`src/include/tcc_pkg.sv`:
```
// constants and types for the timer capture/compare channel block
package tcc_pkg;
	localparam int         CNT_W         = 16;
	localparam int         ADDR_W        = 8;
	localparam int         SYNC_STAGES   = 3;
	// register byte offsets
	localparam logic [7:0] OFS_CTRL      = 8'h00;
	localparam logic [7:0] OFS_COUNT     = 8'h04;
	localparam logic [7:0] OFS_CH_BASE   = 8'h10;
	localparam logic [7:0] OFS_CH_STRIDE = 8'h08;
	localparam logic [7:0] OFS_CCR_DELTA = 8'h04;
	// control register fields
	localparam int         CTL_MODE_LSB  = 0;
	localparam int         CTL_CLR       = 2;
	localparam int         CTL_WRAP_IE   = 3;
	localparam int         CTL_WRAP_FLAG = 4;
	localparam int         CTL_GIE       = 5;
	// channel control register fields
	localparam int         CC_FLAG       = 0;
	localparam int         CC_OVR        = 1;
	localparam int         CC_OUT        = 2;
	localparam int         CC_LVL        = 3;
	localparam int         CC_SLVL       = 4;
	localparam int         CC_OMODE_LSB  = 5;
	localparam int         CC_IE         = 8;
	localparam int         CC_SYNC       = 11;
	localparam int         CC_CAP        = 12;
	localparam int         CC_ISEL_LSB   = 13;
	localparam int         CC_EDGE_LSB   = 15;
	// reset values
	localparam logic [15:0] COUNT_RST    = 16'h0000;
	localparam logic [15:0] CCR_RST      = 16'h0000;
	localparam logic [31:0] RDATA_NONE   = 32'h0000_0000;
	// capture input select codes
	localparam logic [1:0] ISEL_A        = 2'h0;
	localparam logic [1:0] ISEL_B        = 2'h1;
	localparam logic [1:0] ISEL_GND      = 2'h2;
	localparam logic [1:0] ISEL_VCC      = 2'h3;
	typedef enum logic [1:0]
	{
		CM_STOP = 2'b00,
		CM_UP   = 2'b01,
		CM_CONT = 2'b10,
		CM_UPDN = 2'b11
	} tcc_cnt_mode_t;
	typedef enum logic [2:0]
	{
		OM_OUT     = 3'b000,
		OM_SET     = 3'b001,
		OM_TOG_RST = 3'b010,
		OM_SET_RST = 3'b011,
		OM_TOG     = 3'b100,
		OM_RST     = 3'b101,
		OM_TOG_SET = 3'b110,
		OM_RST_SET = 3'b111
	} tcc_out_mode_t;
endpackage

```
`src/rtl/tcc_capture.sv`:
```
// capture input synchroniser, source select and edge detector
`timescale 1ns/10ps
module tcc_capture
(
	input  wire logic       clk,
	input  wire logic       sys_rst,
	input  wire logic       capInA,
	input  wire logic       capInB,
	input  wire logic [1:0] inSel,
	input  wire logic [1:0] edgeSel,
	input  wire logic       syncSel,
	input  wire logic       capEnable,
	output logic            level,
	output logic            capPulse
);
	import tcc_pkg::*;

	logic [SYNC_STAGES-1:0] syncA_r;
	logic [SYNC_STAGES-1:0] syncB_r;
	logic                   fltA_r;
	logic                   fltB_r;
	logic                   prev_r;
	logic                   capDly_r;
	logic                   capRaw;

	////////////////////////////////////////////////////////////////////////
	// pins are asynchronous: three stages, level moves once last two agree
	always_ff @(posedge clk or posedge sys_rst)
	begin
		if (sys_rst)
		begin
			syncA_r <= '0;
			syncB_r <= '0;
			fltA_r  <= 1'b0;
			fltB_r  <= 1'b0;
		end
		else
		begin
			syncA_r <= {syncA_r[SYNC_STAGES-2:0], capInA};
			syncB_r <= {syncB_r[SYNC_STAGES-2:0], capInB};
			if (syncA_r[1] == syncA_r[2])
				fltA_r <= syncA_r[2];
			if (syncB_r[1] == syncB_r[2])
				fltB_r <= syncB_r[2];
		end
	end

	// supply codes let software force an edge by flipping the low bit
	always_comb
	begin
		case (inSel)
			ISEL_A:   level = fltA_r;
			ISEL_B:   level = fltB_r;
			ISEL_GND: level = 1'b0;
			ISEL_VCC: level = 1'b1;
			default:  level = 1'b0;
		endcase
	end

	assign capRaw = capEnable & ((edgeSel[0] & level & ~prev_r) |
		(edgeSel[1] & ~level & prev_r));

	always_ff @(posedge clk or posedge sys_rst)
	begin
		if (sys_rst)
		begin
			prev_r   <= 1'b0;
			capDly_r <= 1'b0;
		end
		else
		begin
			prev_r   <= level;
			capDly_r <= capRaw;
		end
	end

	// resync costs one cycle of capture latency
	assign capPulse = syncSel ? capDly_r : capRaw;

	////////////////////////////////////////////////////////////////////////
	chk_sync_delay: assert property (@(posedge clk) disable iff (sys_rst)
		(syncSel && capRaw) ##1 syncSel |-> capPulse)
		else $error("synchronised capture not issued one cycle later");
	chk_edge_cause: assert property (@(posedge clk) disable iff (sys_rst)
		(capPulse && !syncSel) |-> (level != prev_r) &&
		(level ? edgeSel[0] : edgeSel[1]))
		else $error("capture without the selected edge");
endmodule

```
`src/rtl/tcc_output_unit.sv`:
```
// per-channel output unit with eight output modes
`timescale 1ns/10ps
module tcc_output_unit
(
	input  wire logic                   clk,
	input  wire logic                   sys_rst,
	input  wire tcc_pkg::tcc_out_mode_t outMode,
	input  wire logic                   chMatch,
	input  wire logic                   perMatch,
	input  wire logic                   swBit,
	input  wire logic                   timerClr,
	output logic                        outLevel
);
	import tcc_pkg::*;

	////////////////////////////////////////////////////////////////////////
	// period match wins where both fire in one cycle in modes 2, 3, 6 and 7
	always_ff @(posedge clk or posedge sys_rst)
	begin
		if (sys_rst)
			outLevel <= 1'b0;
		else
		begin
			case (outMode)
				OM_OUT:
					outLevel <= swBit;
				OM_SET:
					if (timerClr)
						outLevel <= 1'b0;
					else if (chMatch)
						outLevel <= 1'b1;
				OM_TOG_RST:
					if (perMatch)
						outLevel <= 1'b0;
					else if (chMatch)
						outLevel <= ~outLevel;
				OM_SET_RST:
					if (perMatch)
						outLevel <= 1'b0;
					else if (chMatch)
						outLevel <= 1'b1;
				OM_TOG:
					if (chMatch)
						outLevel <= ~outLevel;
				OM_RST:
					if (chMatch)
						outLevel <= 1'b0;
				OM_TOG_SET:
					if (perMatch)
						outLevel <= 1'b1;
					else if (chMatch)
						outLevel <= ~outLevel;
				OM_RST_SET:
					if (perMatch)
						outLevel <= 1'b1;
					else if (chMatch)
						outLevel <= 1'b0;
				default:
					outLevel <= outLevel;
			endcase
		end
	end

	////////////////////////////////////////////////////////////////////////
	chk_mode0_follow: assert property (@(posedge clk) disable iff (sys_rst)
		outMode == OM_OUT |=> outLevel == $past(swBit))
		else $error("mode 0 output does not follow software bit");
	chk_toggle_mode: assert property (@(posedge clk) disable iff (sys_rst)
		(outMode == OM_TOG && chMatch) |=> outLevel != $past(outLevel))
		else $error("toggle mode did not toggle on match");
	chk_period_reset: assert property (@(posedge clk) disable iff (sys_rst)
		(outMode == OM_SET_RST && perMatch) |=> !outLevel)
		else $error("set/reset mode not reset by period match");
	chk_period_set: assert property (@(posedge clk) disable iff (sys_rst)
		(outMode == OM_RST_SET && perMatch) |=> outLevel)
		else $error("reset/set mode not set by period match");
endmodule

```
`src/rtl/tcc_top.sv`:
```
// timer counter with capture/compare channels behind an avalon-mm slave
`timescale 1ns/10ps
module tcc_top
#(
	parameter int NCH = 3
)
(
	input  wire logic                      clk,
	input  wire logic                      sys_rst,
	input  wire logic [tcc_pkg::ADDR_W-1:0] avs_address,
	input  wire logic                      avs_read,
	input  wire logic                      avs_write,
	input  wire logic [31:0]               avs_writedata,
	input  wire logic [3:0]                avs_byteenable,
	output logic [31:0]                    avs_readdata,
	output logic                           avs_waitrequest,
	input  wire logic [NCH-1:0]            capInA,
	input  wire logic [NCH-1:0]            capInB,
	output logic [NCH-1:0]                 chanOut,
	output logic                           irqCh0,
	output logic                           irqShared
);
	import tcc_pkg::*;

	function automatic logic [31:0] mergeBe(input logic [31:0] old,
		input logic [31:0] wd, input logic [3:0] be);
		for (int b = 0; b < 4; b++)
			mergeBe[8*b +: 8] = be[b] ? wd[8*b +: 8] : old[8*b +: 8];
	endfunction

	function automatic logic isChReg(input logic [7:0] addr, input int idx,
		input logic ccr);
		isChReg = addr == 8'(OFS_CH_BASE + 8'(idx) * OFS_CH_STRIDE +
			(ccr ? OFS_CCR_DELTA : 8'h00));
	endfunction

	tcc_cnt_mode_t    cntMode_r;
	logic             wrapIe_r;
	logic             wrapFlag_r;
	logic             gie_r;
	logic [CNT_W-1:0] count_r;
	logic [CNT_W-1:0] countNxt;
	logic             dirDown_r;
	logic             dirDownNxt;
	logic             wrapSet;
	logic             adv_r;
	logic [CNT_W-1:0] periodLatch_r;
	logic [CNT_W-1:0] ccr_r [NCH];
	tcc_out_mode_t    outMode_r [NCH];
	logic [1:0]       inSel_r [NCH];
	logic [1:0]       edgeSel_r [NCH];
	logic [31:0]      ctlView [NCH];
	logic [NCH-1:0]   flag_r;
	logic [NCH-1:0]   ovr_r;
	logic [NCH-1:0]   unread_r;
	logic [NCH-1:0]   outBit_r;
	logic [NCH-1:0]   outBitNxt;
	logic [NCH-1:0]   ie_r;
	logic [NCH-1:0]   syncSel_r;
	logic [NCH-1:0]   capMode_r;
	logic [NCH-1:0]   sLevel_r;
	logic [NCH-1:0]   level;
	logic [NCH-1:0]   capEvt;
	logic [NCH-1:0]   chMatch;
	logic             perMatch;
	logic             waitReq_r;
	logic [31:0]      readData_r;
	logic [31:0]      rdMux;
	logic             accRd;
	logic             accWr;
	logic             wrCtrl;
	logic             wrCount;
	logic             timerClr;
	logic [31:0]      ctrlView;
	logic [31:0]      ctrlNew;
	logic [31:0]      countNew;
	logic [31:0]      perNew;
	logic             irqCh0_r;
	logic             irqShared_r;

	////////////////////////////////////////////////////////////////////////
	// one wait state per access; effects land on the edge that completes it
	assign accRd = avs_read & ~waitReq_r;
	assign accWr = avs_write & ~waitReq_r;
	assign avs_waitrequest = waitReq_r;
	assign avs_readdata = readData_r;

	always_ff @(posedge clk or posedge sys_rst)
	begin
		if (sys_rst)
			waitReq_r <= 1'b1;
		else
			waitReq_r <= ~((avs_read | avs_write) & waitReq_r);
	end

	always_comb
	begin
		rdMux = RDATA_NONE;
		if (avs_address == OFS_CTRL)
			rdMux = ctrlView;
		else if (avs_address == OFS_COUNT)
			rdMux = {16'h0000, count_r};
		for (int i = 0; i < NCH; i++)
		begin
			if (isChReg(avs_address, i, 1'b0))
				rdMux = ctlView[i];
			if (isChReg(avs_address, i, 1'b1))
				rdMux = {16'h0000, ccr_r[i]};
		end
	end

	always_ff @(posedge clk or posedge sys_rst)
	begin
		if (sys_rst)
			readData_r <= RDATA_NONE;
		else if (avs_read & waitReq_r)
			readData_r <= rdMux;
	end

	////////////////////////////////////////////////////////////////////////
	// global control; the clear bit is a strobe and reads back as zero
	assign ctrlView = {26'h0, gie_r, wrapFlag_r, wrapIe_r, 1'b0, cntMode_r};
	assign ctrlNew  = mergeBe(ctrlView, avs_writedata, avs_byteenable);
	assign countNew = mergeBe({16'h0000, count_r}, avs_writedata,
		avs_byteenable);
	assign wrCtrl   = accWr & (avs_address == OFS_CTRL);
	assign wrCount  = accWr & (avs_address == OFS_COUNT);
	assign timerClr = wrCtrl & ctrlNew[CTL_CLR];

	always_ff @(posedge clk or posedge sys_rst)
	begin
		if (sys_rst)
		begin
			cntMode_r <= CM_STOP;
			wrapIe_r  <= 1'b0;
			gie_r     <= 1'b0;
		end
		else if (wrCtrl)
		begin
			cntMode_r <= tcc_cnt_mode_t'(ctrlNew[CTL_MODE_LSB +: 2]);
			wrapIe_r  <= ctrlNew[CTL_WRAP_IE];
			gie_r     <= ctrlNew[CTL_GIE];
		end
	end

	// a wrap in the same cycle as a software clear does not set the flag
	always_ff @(posedge clk or posedge sys_rst)
	begin
		if (sys_rst)
			wrapFlag_r <= 1'b0;
		else
			wrapFlag_r <= (wrapSet & ~wrCount & ~timerClr) |
				(wrCtrl ? ctrlNew[CTL_WRAP_FLAG] : wrapFlag_r);
	end

	////////////////////////////////////////////////////////////////////////
	// counter; a zero period halts up and up/down counting
	always_comb
	begin
		countNxt   = count_r;
		dirDownNxt = dirDown_r;
		wrapSet    = 1'b0;
		case (cntMode_r)
			CM_UP:
				if (periodLatch_r != '0)
				begin
					if (count_r >= periodLatch_r)
					begin
						countNxt = '0;
						wrapSet  = 1'b1;
					end
					else
						countNxt = count_r + 16'h0001;
				end
			CM_CONT:
			begin
				countNxt = count_r + 16'h0001;
				wrapSet  = &count_r;
			end
			CM_UPDN:
				if (periodLatch_r != '0)
				begin
					if (dirDown_r)
					begin
						// descent ignores the period until zero
						if (count_r == '0)
						begin
							countNxt   = 16'h0001;
							dirDownNxt = 1'b0;
						end
						else
						begin
							countNxt = count_r - 16'h0001;
							if (count_r == 16'h0001)
							begin
								wrapSet    = 1'b1;
								dirDownNxt = 1'b0;
							end
						end
					end
					else if (count_r >= periodLatch_r)
					begin
						countNxt   = count_r - 16'h0001;
						dirDownNxt = 1'b1;
					end
					else
						countNxt = count_r + 16'h0001;
				end
			default:
				countNxt = count_r;
		endcase
	end

	// a software load never marks an advance, so it cannot match
	always_ff @(posedge clk or posedge sys_rst)
	begin
		if (sys_rst)
		begin
			count_r   <= COUNT_RST;
			dirDown_r <= 1'b0;
			adv_r     <= 1'b0;
		end
		else if (timerClr)
		begin
			count_r   <= COUNT_RST;
			dirDown_r <= 1'b0;
			adv_r     <= 1'b0;
		end
		else if (wrCount)
		begin
			count_r <= countNew[CNT_W-1:0];
			adv_r   <= 1'b0;
		end
		else
		begin
			count_r   <= countNxt;
			dirDown_r <= dirDownNxt;
			adv_r     <= countNxt != count_r;
		end
	end

	always_ff @(posedge clk or posedge sys_rst)
	begin
		if (sys_rst)
			periodLatch_r <= CCR_RST;
		else if (accWr && isChReg(avs_address, 0, 1'b1))
			periodLatch_r <= perNew[CNT_W-1:0];
	end

	assign perNew = mergeBe({16'h0000, ccr_r[0]}, avs_writedata,
		avs_byteenable);

	assign perMatch = adv_r & (count_r == ccr_r[0]);

	////////////////////////////////////////////////////////////////////////
	// channels
	generate
		for (genvar i = 0; i < NCH; i++)
		begin : g_ch
			logic [31:0] ctlNew;
			logic [31:0] ccrNew;
			logic        wrCtl;
			logic        wrCcr;
			logic        rdCcr;

			assign ctlView[i] = {15'h0000, edgeSel_r[i], inSel_r[i],
				capMode_r[i], syncSel_r[i], 2'b00, ie_r[i], outMode_r[i],
				sLevel_r[i], level[i], outBit_r[i], ovr_r[i], flag_r[i]};
			assign ctlNew = mergeBe(ctlView[i], avs_writedata, avs_byteenable);
			assign ccrNew = mergeBe({16'h0000, ccr_r[i]}, avs_writedata,
				avs_byteenable);
			assign wrCtl  = accWr & isChReg(avs_address, i, 1'b0);
			assign wrCcr  = accWr & isChReg(avs_address, i, 1'b1);
			assign rdCcr  = accRd & isChReg(avs_address, i, 1'b1);
			assign outBitNxt[i] = wrCtl ? ctlNew[CC_OUT] : outBit_r[i];
			// counting either way reaches the value
			assign chMatch[i] = adv_r & ~capMode_r[i] &
				(count_r == ccr_r[i]);

			always_ff @(posedge clk or posedge sys_rst)
			begin
				if (sys_rst)
				begin
					outMode_r[i] <= OM_OUT;
					ie_r[i]      <= 1'b0;
					syncSel_r[i] <= 1'b0;
					capMode_r[i] <= 1'b0;
					inSel_r[i]   <= ISEL_A;
					edgeSel_r[i] <= 2'b00;
					outBit_r[i]  <= 1'b0;
				end
				else
				begin
					outBit_r[i] <= outBitNxt[i];
					if (wrCtl)
					begin
						outMode_r[i] <= tcc_out_mode_t'(ctlNew[CC_OMODE_LSB +: 3]);
						ie_r[i]      <= ctlNew[CC_IE];
						syncSel_r[i] <= ctlNew[CC_SYNC];
						capMode_r[i] <= ctlNew[CC_CAP];
						inSel_r[i]   <= ctlNew[CC_ISEL_LSB +: 2];
						edgeSel_r[i] <= ctlNew[CC_EDGE_LSB +: 2];
					end
				end
			end

			// hardware set wins over a software clear in the same cycle
			always_ff @(posedge clk or posedge sys_rst)
			begin
				if (sys_rst)
				begin
					flag_r[i]   <= 1'b0;
					ovr_r[i]    <= 1'b0;
					unread_r[i] <= 1'b0;
				end
				else
				begin
					flag_r[i] <= capEvt[i] | chMatch[i] |
						(wrCtl ? ctlNew[CC_FLAG] : flag_r[i]);
					ovr_r[i]  <= (capEvt[i] & unread_r[i]) |
						(wrCtl ? ctlNew[CC_OVR] : ovr_r[i]);
					if (capEvt[i])
						unread_r[i] <= 1'b1;
					else if (rdCcr)
						unread_r[i] <= 1'b0;
				end
			end

			// no shadow copy: dead time between outputs is software's job
			always_ff @(posedge clk or posedge sys_rst)
			begin
				if (sys_rst)
				begin
					ccr_r[i]    <= CCR_RST;
					sLevel_r[i] <= 1'b0;
				end
				else
				begin
					if (capEvt[i])
						ccr_r[i] <= count_r;
					else if (wrCcr)
						ccr_r[i] <= ccrNew[CNT_W-1:0];
					if (chMatch[i])
						sLevel_r[i] <= level[i];
				end
			end

			tcc_capture u_capture
			(
				.clk       (clk),
				.sys_rst   (sys_rst),
				.capInA    (capInA[i]),
				.capInB    (capInB[i]),
				.inSel     (inSel_r[i]),
				.edgeSel   (edgeSel_r[i]),
				.syncSel   (syncSel_r[i]),
				.capEnable (capMode_r[i]),
				.level     (level[i]),
				.capPulse  (capEvt[i])
			);

			tcc_output_unit u_output
			(
				.clk      (clk),
				.sys_rst  (sys_rst),
				.outMode  (outMode_r[i]),
				.chMatch  (chMatch[i]),
				.perMatch (perMatch),
				.swBit    (outBitNxt[i]),
				.timerClr (timerClr),
				.outLevel (chanOut[i])
			);

			chk_capture_copy: assert property (@(posedge clk)
				disable iff (sys_rst)
				capEvt[i] |=> ccr_r[i] == $past(count_r) && flag_r[i])
				else $error("capture did not copy count and set flag");
			chk_overrun_set: assert property (@(posedge clk)
				disable iff (sys_rst)
				(capEvt[i] && unread_r[i]) |=> ovr_r[i])
				else $error("second capture before read left overrun clear");
			chk_match_flag: assert property (@(posedge clk)
				disable iff (sys_rst)
				chMatch[i] |=> flag_r[i] && sLevel_r[i] == $past(level[i]))
				else $error("compare match did not set flag or latch level");
		end
	endgenerate

	////////////////////////////////////////////////////////////////////////
	// interrupt requests
	always_ff @(posedge clk or posedge sys_rst)
	begin
		if (sys_rst)
		begin
			irqCh0_r    <= 1'b0;
			irqShared_r <= 1'b0;
		end
		else
		begin
			irqCh0_r    <= gie_r & flag_r[0] & ie_r[0];
			irqShared_r <= gie_r & ((|(flag_r[NCH-1:1] & ie_r[NCH-1:1])) |
				(wrapFlag_r & wrapIe_r));
		end
	end

	assign irqCh0    = irqCh0_r;
	assign irqShared = irqShared_r;

	////////////////////////////////////////////////////////////////////////
	chk_down_holds: assert property (@(posedge clk) disable iff (sys_rst)
		(cntMode_r == CM_UPDN && dirDown_r && count_r > 16'h0001 &&
		periodLatch_r != '0 && !wrCtrl && !wrCount) |=>
		dirDown_r && count_r == $past(count_r) - 16'h0001)
		else $error("down count left descent before zero");
	chk_up_reaches: assert property (@(posedge clk) disable iff (sys_rst)
		(cntMode_r == CM_UPDN && !dirDown_r && count_r < periodLatch_r &&
		count_r != '0 && !wrCtrl && !wrCount) |=>
		!dirDown_r && count_r == $past(count_r) + 1)
		else $error("up count did not continue to period");
	chk_reverse: assert property (@(posedge clk) disable iff (sys_rst)
		(cntMode_r == CM_UPDN && !dirDown_r && periodLatch_r != '0 &&
		count_r >= periodLatch_r && !wrCtrl && !wrCount) |=> dirDown_r)
		else $error("count above period did not reverse");
	chk_irq_gate: assert property (@(posedge clk) disable iff (sys_rst)
		irqCh0 |-> $past(gie_r) && $past(ie_r[0]) && $past(flag_r[0]))
		else $error("channel request without both enables");
	chk_load_nomatch: assert property (@(posedge clk) disable iff (sys_rst)
		wrCount |=> !perMatch && chMatch == '0)
		else $error("match fired after a direct count load");
endmodule

```
`config.mk`:
```
export PLATFORM = sky130hd
export DESIGN_NAME = tcc_top
export DESIGN_NICKNAME = d
export VERILOG_FILES = /design/src/include/tcc_pkg.sv /design/src/rtl/tcc_capture.sv /design/src/rtl/tcc_output_unit.sv /design/src/rtl/tcc_top.sv
export SDC_FILE = /design/constraint.sdc
export NUM_CORES = 1
export LEC_CHECK = 0
export ABC_AREA = 1
export ABC_CLOCK_PERIOD_IN_PS = 5700
export BUFFER_PORTS_ARGS = -buffer_cell sky130_fd_sc_hd__buf_2
export CAP_MARGIN = 20
export CORE_MARGIN = 2
export CORE_UTILIZATION = 35
export CTS_CLUSTER_DIAMETER = 100
export DETAILED_ROUTE_END_ITERATION = 6
export PLACE_DENSITY = 0.62
export SETUP_SLACK_MARGIN = 0.05
export SYNTH_ARGS = -nofsm -noshare
export SYNTH_HDL_FRONTEND = slang
export SYNTH_SLANG_ARGS = --single-unit
export TNS_END_PERCENT = 30
```
`constraint.sdc`:
```
create_clock -name clk -period 5.7 [get_ports clk]
set_input_delay 0.855 -clock clk [delete_from_list [all_inputs] [get_ports clk]]
set_output_delay 0.855 -clock clk [all_outputs]
set_load 0.05 [all_outputs]
```
==> out/results.tsv, run 1 <==
metric	value	unit
setup TNS	0	ns
main flop type after synthesis	sky130_fd_sc_hd__dfrtp_1	
Critical Path Start Type	register	
Setup CP Type	register to register	
drt pass-1 iters	6	
number of maximum-capacitance constraint violations	0	
final period utilization	69.1	%
# diodes	0	
Starting DRT DRC Count	1241	
Synth top area share	38.9	%
detailed-routed wire length on met2	18.1	mm
number of nets in the final layout	1699	
layout cells sized above 1	10.7	%
ordered list of cells on the worst path	inv_2 -> ha_1 -> nand4_1 -> nor2_1 -> nor2_1 -> nand2_1 -> nand2_1 -> nand3_2 -> nand2_1 -> nand3_1 -> nand2_1 -> nand2_1 -> nand3_1 -> nand2_1 -> nor2_1 -> nand2_1 -> nor2_1 -> a21oi_1	
starting density of the core	35.4	%
average wire per cell in the routed design	19.1	um
post-synthesis instance area	11800	um2
run status	complete, no violations	
clock tree root driver cell	sky130_fd_sc_hd__clkbuf_16	
setup repair after global routing missed its margin	false	
measured slew at the worst slew-check pin	1.14	ns
sequential fraction of the synthesis area	39.1	%
maximum buffer depth of the clock tree	2	
depth of the CTS H-tree	4	
number of buffers created by CTS	17	
insertion delay to the later sink of the worst-skew pair	0.46	ns
Num Clock Sinks	185	
number of flops mapped to enable cells by yosys	0	
Pins Over Slew Limit	0	
routability congestion estimate from global placement	0.935	
clock edge transition at the registers on the reported setup and hold paths	0.08	ns
CTS resizes	0	
largest net degree at the start of global routing	186	
most common cell after layout, fill and taps aside	sky130_fd_sc_hd__nand2_1	
endpoint of the lowest-slack register-to-register path	adv_r	
Via Count	11486	
Routed met1 length	17.1	mm
CTS Hold Bufs	0	
warnings from Yosys	0	
remaining number of nets flagged by the antenna check after routing	0	
launch instance of the worst register-to-register path	count_r[0]	
min cycle time layout	3.94	ns
Setup crit start	count_r[0]	
number of cell instances on the worst register-to-register path	18	
Post-CTS Repair Setup Buffers	0	
Avg Vias per Cell	5.52	
register-to-register setup slack	1.76	ns
placeable core area	33400	um2
average footprint of a synthesized cell	7.42	um2
number of DRC violations after detailed routing	0	
headroom to the max-slew limit	24.1	%
biggest cell delay along the critical path	0.70	ns
vertical die dimension	188	um
share of flip-flops with an asynchronous set or reset	100	%
largest voltage drop on the vdd net	0.208	mV
CP Data Arrival Time	4.25	ns
post-synthesis cell count	1596	
top-level port count	92	
power density over the cells	383	nW/um2
# fillers	3445	
Worst Hold Class	register to register	
cell type with the highest aggregate area in the netlist	sky130_fd_sc_hd__dfrtp_1	
Area Growth Syn to Fin	9.89	%
endpoint kind of the worst setup timing path	register	
Cell Count Post-Placement	2048	
required time at the worst-slack endpoint	6.02	ns
flip-flop and latch count after synthesis	185	
number of port buffers	60	
leakage component of the power	6.56	nW
GR Util All Layers	22.7	%
number of distinct standard cells referenced by the synthesized netlist	56	
Layout Skew	0.0128	ns
Die Outline Area	35300	um2
Max Clk Rate	254	MHz
number of hold violations in the final report	0	
antenna violations before repair	0	
commonest cells after routing, fill and taps aside	399 x sky130_fd_sc_hd__nand2_1, 198 x sky130_fd_sc_hd__inv_1, 184 x sky130_fd_sc_hd__dfrtp_1	
slowest library cell on the worst path	sky130_fd_sc_hd__dfrtp_1	
setup-violating endpoint count in the final report	0	
filler-free cell count of the finished design	2080	
CTS tree	done	
Die X-Extent	188	um
max layer used	met4	
HPWL after DPL	29.0	mm
total gr overflow	0	
Most Frequent Cell on Critical Path	sky130_fd_sc_hd__nand2_1	
end point of the critical path	adv_r	
FP Rows	67	
overall routed net length	39.8	mm
critical path fanouts, max	16	
amount of wire on met3 after detailed routing	3.12	mm
biggest area contributors in the synthesized netlist	sky130_fd_sc_hd__dfrtp_1 39%, sky130_fd_sc_hd__nand2_1 13%, sky130_fd_sc_hd__o21ai_0 6.6%	
wire length of the first global-routing pass	62.7	mm
via count of the first global-routing pass	10987	
==> worst max-delay path, delay by kind of cell (launching register included) <==
kind	cells	cell delay, ns
compound gates	1	0.12
fa+ha+maj	1	0.38
buf+inv	1	0.32
flops	1	0.70
simple gates	15	2.28
==> routing by layer <==
metal / GRT usage (%) / vias to the layer above
li1: - / 5386
met1: 31.0 / 5419
met2: 36.3 / 576
met3: 3.14 / 105
met4: 9.27 / 0
met5: 0 / -
==> sequential cells by signal (all words and copies together), names as in the netlist, 2 cells and up <==
name	count
count_r	16
capMode_r	3
g_ch.u_capture.syncA_r	9
g_ch.u_capture.fltA_r	3
g_ch.u_capture.syncB_r	9
ccr_r	48
periodLatch_r	16
g_ch.u_capture.prev_r	3
ctlView	39
unread_r	3
g_ch.u_capture.capDly_r	3
g_ch.u_output.outLevel	3
cntMode_r	2
g_ch.u_capture.fltB_r	3
avs_readdata	17
==> power breakdown <==
group	switching (mW)	internal [mW]	leakage, nW
Clock	0.605	0.635	0.299
Combinational	1.22	0.626	4.08
Sequential	0.388	1.51	2.18
Total	2.21	2.77	6.56
==> metrics by stage <==
stage                     setup WS [ns]  hold slack, ns  util, %  cell area, um2  power [mW]
final                              1.76           0.351     38.9           13000        4.99
after CTS                          1.86           0.355     38.9           13000        4.96
after detailed placement           1.81           0.336     37.1           12400        3.72
after global placement             1.86           0.332     37.1           12400        3.68
after floorplan                    2.47           0.331        -           11900        3.20
after global routing               1.55           0.363     38.9           13000        5.31
==> synthesized netlist by cell type, types with 17 or more instances <==
library cell,instances
sky130_fd_sc_hd__o22ai_1,27
sky130_fd_sc_hd__nand3_1,94
sky130_fd_sc_hd__a21oi_1,68
sky130_fd_sc_hd__buf_2,22
sky130_fd_sc_hd__a221oi_1,21
sky130_fd_sc_hd__nand2_1,399
sky130_fd_sc_hd__nand4_1,17
sky130_fd_sc_hd__xor2_1,29
sky130_fd_sc_hd__ha_1,26
sky130_fd_sc_hd__nor2_1,83
sky130_fd_sc_hd__clkbuf_1,26
sky130_fd_sc_hd__inv_1,199
sky130_fd_sc_hd__buf_4,24
sky130_fd_sc_hd__o21ai_0,156
sky130_fd_sc_hd__o221ai_1,49
sky130_fd_sc_hd__nor3_1,17
sky130_fd_sc_hd__dfrtp_1,184
sky130_fd_sc_hd__inv_2,21
==> worst min path at each step <==
stage / startpoint / slack (ns) / cells after the start / to
finish: g_ch[1].u_capture.syncA_r[0] / 0.35 / 0 / g_ch[1].u_capture.syncA_r[1]
global route: g_ch[1].u_capture.syncA_r[0] / 0.36 / 0 / g_ch[1].u_capture.syncA_r[1]
CTS: g_ch[1].u_capture.syncA_r[0] / 0.36 / 0 / g_ch[1].u_capture.syncA_r[1]
detailed placement: g_ch[1].u_capture.syncA_r[0] / 0.34 / 0 / g_ch[1].u_capture.syncA_r[1]
global placement: g_ch[1].u_capture.syncB_r[0] / 0.33 / 0 / g_ch[1].u_capture.syncB_r[1]
floorplan: g_ch[0].u_capture.syncA_r[0] / 0.33 / 0 / g_ch[0].u_capture.syncA_r[1]
==> cell families (layout without fill, tap and decap cells) <==
| logic type | count (synthesis) | in the layout | synth area share [%] |
|---|---|---|---|
| flip-flops | 185 | 185 | 39.1 |
| AND/OR/NAND/NOR | 655 | 655 | 23.8 |
| XOR/XNOR | 31 | 31 | 2.29 |
| buffers and inverters | 303 | 325 | 10.8 |
| adder cells (fa/ha/maj) | 32 | 32 | 3.25 |
| multiplexers | 6 | 6 | 0.528 |
| other | 1 | 15 | 0.0317 |
| AO/OA/AOI/OAI | 383 | 383 | 20.1 |
==> final cells by class <==
cell class | instances | area [um2] | share of cell area (%)
clock buffers | 17 | 425 | 3.27
clock inverters | 15 | 194 | 1.49
inverters | 225 | 848 | 6.52
multi-input cells | 1122 | 5990 | 46.0
flip-flops and latches | 185 | 4630 | 35.6
well taps | 448 | 561 | 4.31
repair buffers | 68 | 373 | 2.86
No activity file was read; power rests on OpenSTA's default activity.
==> run 2, diff against run 1 <==
--- a/config.mk
+++ b/config.mk
@@ -6,14 +6,14 @@
 export NUM_CORES = 1
 export LEC_CHECK = 0
 export ABC_AREA = 1
-export ABC_CLOCK_PERIOD_IN_PS = 5700
+export ABC_CLOCK_PERIOD_IN_PS = 3720
 export BUFFER_PORTS_ARGS = -buffer_cell sky130_fd_sc_hd__buf_2
 export CAP_MARGIN = 20
 export CORE_MARGIN = 2
 export CORE_UTILIZATION = 35
 export CTS_CLUSTER_DIAMETER = 100
 export DETAILED_ROUTE_END_ITERATION = 6
-export PLACE_DENSITY = 0.62
+export PLACE_DENSITY = 0.6
 export SETUP_SLACK_MARGIN = 0.05
 export SYNTH_ARGS = -nofsm -noshare
 export SYNTH_HDL_FRONTEND = slang
==> constraint.sdc (replaced) <==
create_clock -name clk -period 3.72 [get_ports clk]
set_input_delay 0.558 -clock clk [delete_from_list [all_inputs] [get_ports clk]]
set_output_delay 0.558 -clock clk [all_outputs]
set_load 0.05 [all_outputs]
==> run 2 against run 1 <==
Against the previous run:
- critical path depth is 1 lower
- combinational power is 78% higher
- flip-flop and latch count stayed put
- via count is 1.7% higher
- maximum frequency is 33% higher
- first-iteration DRC count is 5.2% higher
- sequential power is 39% higher
- utilization is 0.97 points higher
- routed wire length is 3.8% higher
- die area stayed put
==> out/results.tsv, run 2 (same netlist as run 1, synthesis figures left out) <==
metric	value	unit	change
Avg Vias per Cell	5.50		was 5.52
ordered list of cells on the worst path	ha_1 -> a21oi_1 -> nand2_1 -> nand2_1 -> nand2_1 -> nand2_1 -> buf_4 -> and2_0 -> nand2_1 -> nand2_1 -> nand2_1 -> nand2_1 -> nor2_1 -> nor2_1 -> nand3_1 -> nor2_1 -> a21oi_1		was inv_2 -> ha_1 -> nand4_1 -> nor2_1 -> nor2_1 -> nand2_1 -> nand2_1 -> nand3_2 -> nand2_1 -> nand3_1 -> nand2_1 -> nand2_1 -> nand3_1 -> nand2_1 -> nor2_1 -> nand2_1 -> nor2_1 -> a21oi_1
layout cells sized above 1	13.1	%	was 10.7%
clock tree root driver cell	sky130_fd_sc_hd__clkbuf_16		unchanged
Area Growth Syn to Fin	12.6	%	was 9.89%
drt pass-1 iters	5		was 6
register-to-register setup slack	0.76	ns	was 1.76 ns
vertical die dimension	188	um	unchanged
Via Count	11686		was 11486
register with the highest flop count	ccr_r		unchanged
Worst Hold Class	input port to async pin		was register to register
count of buffer and inverter cells on the critical path	1		unchanged
largest voltage drop on the vdd net	0.361	mV	was 0.208 mV
CTS tree	done		unchanged
Cell Count Post-Placement	2094		was 2048
area of the multi-input gates	5990	um2	unchanged
routability congestion estimate from global placement	0.934		was 0.935
average wire per cell in the routed design	19.4	um	was 19.1 um
overall routed net length	41.3	mm	was 39.8 mm
Post-CTS Repair Setup Buffers	0		unchanged
insertion delay to the later sink of the worst-skew pair	0.45	ns	was 0.46 ns
sequential standard cell area	4630	um2	unchanged
max FFs per register	48		unchanged
via count of the first global-routing pass	11062		was 10987
Num Clock Sinks	185		unchanged
number of DRC violations after detailed routing	0		unchanged
clock edge transition at the registers on the reported setup and hold paths	0.07	ns	was 0.08 ns
number of port buffers	60		unchanged
depth of the CTS H-tree	4		unchanged
setup TNS	0	ns	unchanged
starting density of the core	35.4	%	unchanged
Die X-Extent	188	um	unchanged
Starting DRT DRC Count	1305		was 1241
required time at the worst-slack endpoint	4.05	ns	was 6.02 ns
share of total power in sequential cells	33.9	%	was 38.1%
remaining number of nets flagged by the antenna check after routing	0		unchanged
critical path fanouts, max	11		was 16
number of hold violations in the final report	0		unchanged
GR Util All Layers	23.8	%	was 22.7%
wire length of the first global-routing pass	65.0	mm	was 62.7 mm
setup repair after global routing missed its margin	false		unchanged
number of nets in the final layout	1745		was 1699
FP Rows	67		unchanged
number of buffers created by CTS	17		unchanged
# fillers	3539		was 3445
endpoint kind of the worst setup timing path	register		unchanged
CTS resizes	0		unchanged
antenna violations before repair	0		unchanged
commonest cells after routing, fill and taps aside	399 x sky130_fd_sc_hd__nand2_1, 198 x sky130_fd_sc_hd__inv_1, 184 x sky130_fd_sc_hd__dfrtp_1		unchanged
leakage component of the power	6.78	nW	was 6.56 nW
min cycle time layout	2.96	ns	was 3.94 ns
CP Data Arrival Time	3.28	ns	was 4.25 ns
CTS Hold Bufs	0		unchanged
Die Outline Area	35300	um2	unchanged
largest net degree at the start of global routing	110		was 186
top-level port count	92		unchanged
total gr overflow	0		unchanged
biggest cell delay along the critical path	0.64	ns	was 0.70 ns
power share of the combinational group	42.0	%	was 37.0%
run status	complete, no violations		unchanged
setup-violating endpoint count in the final report	0		unchanged
headroom to the max-slew limit	45.8	%	was 24.1%
placeable core area	33400	um2	unchanged
Layout Skew	0.0113	ns	was 0.0128 ns
filler-free cell count of the finished design	2126		was 2080
power density over the cells	586	nW/um2	was 383 nW/um2
Max Clk Rate	338	MHz	was 254 MHz
power dissipated by switching net loads	3.36	mW	was 2.21 mW
number of maximum-capacitance constraint violations	0		unchanged
relative contribution of the clock network to total power	24.1	%	was 24.9%
Pins Over Slew Limit	0		unchanged
measured slew at the worst slew-check pin	0.811	ns	was 1.14 ns
Critical Path Start Type	register		unchanged
maximum buffer depth of the clock tree	2		unchanged
Setup CP Type	register to register		unchanged
most common cell after layout, fill and taps aside	sky130_fd_sc_hd__nand2_1		unchanged
slowest library cell on the worst path	sky130_fd_sc_hd__dfrtp_1		unchanged
final period utilization	79.5	%	was 69.1%
# diodes	0		unchanged
cell class contributing the biggest share of worst-path delay	simple AND/OR/NAND/NOR gates		unchanged
internal portion of total power	4.46	mW	was 2.77 mW
Most Frequent Cell on Critical Path	sky130_fd_sc_hd__nand2_1		unchanged
net switching share of the total power	42.9	%	was 44.4%
HPWL after DPL	30.8	mm	was 29.0 mm
run 2: cell count changes in the layout (fill, tap and decap cells not counted):
cell,delta
sky130_fd_sc_hd__clkinv_8,-4
sky130_fd_sc_hd__inv_8,-5
sky130_fd_sc_hd__clkinv_4,+2
sky130_fd_sc_hd__clkinv_2,+3
sky130_fd_sc_hd__clkbuf_8,+2
sky130_fd_sc_hd__inv_6,+1
sky130_fd_sc_hd__bufinv_16,+1
sky130_fd_sc_hd__buf_4,+46
run 2: per-layer routing:
layer,track usage [%],routed length (um),vias to the layer above
met3,3.35,3120,74
met5,0,0,-
li1,-,-,5465
met2,38.7,19100,542
met4,7.93,1220,0
met1,32.6,17800,5605
run 2: path summary, 6_finish.rpt:
kind                                               from                      endpoint  cells after the start
hold reg to reg            g_ch[2].u_capture.syncB_r[0]  g_ch[2].u_capture.syncB_r[1]                      0
max in group asynchronous                       sys_rst                    ctlView[7]                      3
setup / recovery                             count_r[3]                         adv_r                     17
hold / removal                                  sys_rst  g_ch[1].u_capture.syncA_r[2]                      2
min in group clk                              capInB[1]  g_ch[1].u_capture.syncB_r[0]                      1
setup reg to reg                             count_r[3]                         adv_r                     17
run 2: cell type report:
class / instances / area share [%]
tap: 448 / 4.20
inverter: 225 / 6.36
clock buffer: 19 / 3.40
multi-input combinational: 1122 / 44.9
sequential: 185 / 34.7
clock inverter: 13 / 1.08
timing repair buffer: 114 / 5.38
run 2: stage by stage:
| step | hold slack, ns | utilization, % | setup slack [ns] | total power [mW] | cell area, um2 |
|---|---|---|---|---|---|
| detailed placement | 0.336 | 38.1 | 0.796 | 5.90 | 12700 |
| finish | 0.0771 | 39.9 | 0.763 | 7.82 | 13300 |
| global route | 0.0967 | 39.9 | 0.471 | 8.31 | 13300 |
| floorplan | 0.331 | - | 0.784 | 4.91 | 11900 |
| global placement | 0.334 | 38.1 | 0.804 | 5.86 | 12700 |
| CTS | 0.0700 | 39.9 | 0.784 | 7.79 | 13300 |
run 2: power groups by stage:
stage	registers (mW)	clock network [mW]	logic [mW]
floorplan	2.60	0	2.31
global route	2.68	1.99	3.65
CTS	2.64	1.90	3.25
detailed placement	2.67	0	3.23
finish	2.65	1.88	3.29
global placement	2.67	0	3.19
==> run 3, diff against run 2 <==
--- a/config.mk
+++ b/config.mk
@@ -6,7 +6,7 @@
 export NUM_CORES = 1
 export LEC_CHECK = 0
 export ABC_AREA = 1
-export ABC_CLOCK_PERIOD_IN_PS = 3720
+export ABC_CLOCK_PERIOD_IN_PS = 2900
 export BUFFER_PORTS_ARGS = -buffer_cell sky130_fd_sc_hd__buf_2
 export CAP_MARGIN = 20
 export CORE_MARGIN = 2
==> constraint.sdc (replaced) <==
create_clock -name clk -period 2.9 [get_ports clk]
set_input_delay 0.435 -clock clk [delete_from_list [all_inputs] [get_ports clk]]
set_output_delay 0.435 -clock clk [all_outputs]
set_load 0.05 [all_outputs]
==> run 3 against run 2 <==
Against the previous run:
- flip-flop and latch count stayed put
- combinational power grew 42%
- critical path depth shrank 4
- critical endpoint is now g_ch[2].u_output.outLevel
==> out/results.tsv, run 3 (same netlist as run 1, synthesis figures left out) <==
metric	value	unit	change
run status	complete, no violations		unchanged
number of port buffers	60		unchanged
final critical-path setup slack	0.182	ns	was 0.763 ns
net switching share of the total power	44.4	%	was 42.9%
number of cell instances on the worst register-to-register path	13		was 17
number of DRC violations after detailed routing	0		unchanged
Pins Over Slew Limit	0		unchanged
routability congestion estimate from global placement	0.988		was 0.934
final design instance area without fill	13900	um2	was 13300 um2
biggest cell delay along the critical path	0.41	ns	was 0.64 ns
count of cells along the worst hold path	1		
Cell Count Post-Placement	2131		was 2094
endpoint of the lowest-slack register-to-register path	g_ch[2].u_output.outLevel		was adv_r
number of buffers created by CTS	17		unchanged
most common cell after layout, fill and taps aside	sky130_fd_sc_hd__nand2_1		unchanged
Num Clock Sinks	185		unchanged
min cycle time layout	2.72	ns	was 2.96 ns
remaining number of nets flagged by the antenna check after routing	0		unchanged
CP Data Arrival Time	3.09	ns	was 3.28 ns
relative contribution of the clock network to total power	22.5	%	was 24.1%
power after layout	10.4	mW	was 7.82 mW
Avg Vias per Cell	5.46		was 5.50
largest net degree at the start of global routing	86		was 110
Max Clk Rate	368	MHz	was 338 MHz
top-level port count	92		unchanged
leakage component of the power	7.05	nW	was 6.78 nW
number of nets in the final layout	1794		was 1745
CTS tree	done		unchanged
drt pass-1 iters	5		unchanged
number of hold violations in the final report	0		unchanged
register-to-register setup slack	0.18	ns	was 0.76 ns
layout cells sized above 1	17.0	%	was 13.1%
slowest library cell on the worst path	sky130_fd_sc_hd__dfrtp_2		was sky130_fd_sc_hd__dfrtp_1
clock edge transition at the registers on the reported setup and hold paths	0.07	ns	about the same
ordered list of cells on the worst path	clkinvlp_4 -> a221oi_2 -> nand4_1 -> nor4_2 -> nand4_1 -> buf_6 -> ha_4 -> nand2_2 -> a21oi_2 -> nand2_1 -> nand3_2 -> o21ai_2 -> a21oi_2		was ha_1 -> a21oi_1 -> nand2_1 -> nand2_1 -> nand2_1 -> nand2_1 -> buf_4 -> and2_0 -> nand2_1 -> nand2_1 -> nand2_1 -> nand2_1 -> nor2_1 -> nor2_1 -> nand3_1 -> nor2_1 -> a21oi_1
Post-Route Hold Slack	0.0892	ns	was 0.0771 ns
commonest cells after routing, fill and taps aside	397 x sky130_fd_sc_hd__nand2_1, 193 x sky130_fd_sc_hd__inv_1, 183 x sky130_fd_sc_hd__dfrtp_1		was 399 x sky130_fd_sc_hd__nand2_1, 198 x sky130_fd_sc_hd__inv_1, 184 x sky130_fd_sc_hd__dfrtp_1
number of maximum-capacitance constraint violations	0		unchanged
# diodes	0		unchanged
largest voltage drop on the vdd net	0.451	mV	was 0.361 mV
clock tree root driver cell	sky130_fd_sc_hd__clkbuf_16		unchanged
Layout Skew	0.0144	ns	was 0.0113 ns
FP Rows	67		unchanged
Die X-Extent	188	um	unchanged
register with the highest flop count	ccr_r		unchanged
cell area after placement	13000	um2	was 12700 um2
vertical die dimension	188	um	unchanged
power share of the combinational group	44.9	%	was 42.0%
insertion delay to the later sink of the worst-skew pair	0.45	ns	about the same
maximum buffer depth of the clock tree	2		unchanged
starting density of the core	35.4	%	unchanged
end point of the most critical hold path	g_ch[2].u_capture.syncA_r[0]		
GR Util All Layers	24.6	%	was 23.8%
Area Growth Syn to Fin	17.2	%	was 12.6%
final period utilization	93.7	%	was 79.5%
Starting DRT DRC Count	1203		was 1305
internal portion of total power	5.78	mW	was 4.46 mW
max FFs per register	48		unchanged
pre-CTS WS	0.143	ns	was 0.796 ns
count of buffer and inverter cells on the critical path	2		was 1
Critical Path Start Type	register		unchanged
hold path startpoint	capInA[2]		
wire length of the first global-routing pass	66.9	mm	was 65.0 mm
power dissipated by switching net loads	4.61	mW	was 3.36 mW
total gr overflow	0		unchanged
overall routed net length	43.0	mm	was 41.3 mm
launch instance of the worst register-to-register path	count_r[5]		was count_r[3]
setup-violating endpoint count in the final report	0		unchanged
via count of the first global-routing pass	11389		was 11062
Die Outline Area	35300	um2	unchanged
setup TNS	0	ns	unchanged
placeable core area	33400	um2	unchanged
Via Count	11885		was 11686
average wire per cell in the routed design	19.8	um	was 19.4 um
filler-free cell count of the finished design	2175		was 2126
HPWL after DPL	32.5	mm	was 30.8 mm
setup repair after global routing missed its margin	true		was false
depth of the CTS H-tree	4		unchanged
endpoint kind of the worst setup timing path	register		unchanged
post-layout util	41.5	%	was 39.9%
critical path fanouts, max	6		was 11
share of total power in sequential cells	32.6	%	was 33.9%
required time at the worst-slack endpoint	3.27	ns	was 4.05 ns
antenna violations before repair	0		unchanged
headroom to the max-slew limit	45.6	%	was 45.8%
Worst Hold Class	input port to register		was input port to async pin
CP Depth	13		was 17
power density over the cells	748	nW/um2	was 586 nW/um2
measured slew at the worst slew-check pin	0.814	ns	was 0.811 ns
Setup CP Type	register to register		unchanged
cell class contributing the biggest share of worst-path delay	simple AND/OR/NAND/NOR gates		unchanged
## run 3: repair_timing
item / CTS / global route
gates resized for setup: 0 / 38
endpoints found under the hold margin: 0 / 0
hold buffers: 0 / 0
buffers inserted: 0 / 12
setup endpoints to repair: 0 / 4
## run 3: worst register-to-register path, stage by stage, from the launching register on
cell and delay [ns]:
sky130_fd_sc_hd__dfrtp_2 0.41, sky130_fd_sc_hd__clkinvlp_4 0.24, sky130_fd_sc_hd__a221oi_2 0.34, sky130_fd_sc_hd__nand4_1 0.23, sky130_fd_sc_hd__nor4_2 0.29, sky130_fd_sc_hd__nand4_1 0.14, sky130_fd_sc_hd__buf_6 0.16, sky130_fd_sc_hd__ha_4 0.26
sky130_fd_sc_hd__nand2_2 0.06, sky130_fd_sc_hd__a21oi_2 0.15, sky130_fd_sc_hd__nand2_1 0.08, sky130_fd_sc_hd__nand3_2 0.06, sky130_fd_sc_hd__o21ai_2 0.07, sky130_fd_sc_hd__a21oi_2 0.15
## run 3: area by class of cell
type | instances | area, um2
clock buffers | 18 | 439
multi-input cells | 1122 | 6080
well taps | 448 | 561
flip-flops and latches | 185 | 4630
fillers | 3463 | 19600
clock inverters | 14 | 154
inverters | 225 | 875
repair buffers | 163 | 1150
## run 3: power groups by stage
stage               Combinational [mW]  Sequential [mW]  Clock (mW)
detailed placement                4.38             3.41           0
CTS                               4.40             3.36        2.37
floorplan                         2.96             3.33           0
global placement                  4.32             3.40           0
finish                            4.66             3.39        2.33
global route                      5.11             3.43        2.48
## run 3: worst max path at each step
stage	from	slack [ns]	end
5_1_grt	count_r[5]	0.02	g_ch[2].u_output.outLevel
3_5_place_dp	count_r[12]	0.14	adv_r
2_1_floorplan	sys_rst	0.09	adv_r
4_1_cts	count_r[5]	0.11	g_ch[2].u_output.outLevel
3_3_place_gp	count_r[5]	0.11	g_ch[2].u_output.outLevel
6_report	count_r[5]	0.18	g_ch[2].u_output.outLevel
## run 3: layer usage
metal  wire [um]  up-vias  part of all wire (%)  global-route usage (%)
met1       18600     5654                    43                    33.9
met3        3070       89                   7.1                    2.84
met2       20000      567                    46                    39.9
met4        1400        0                   3.2                    9.18
li1            -     5575                     -                       -
met5           0        -                     0                       0
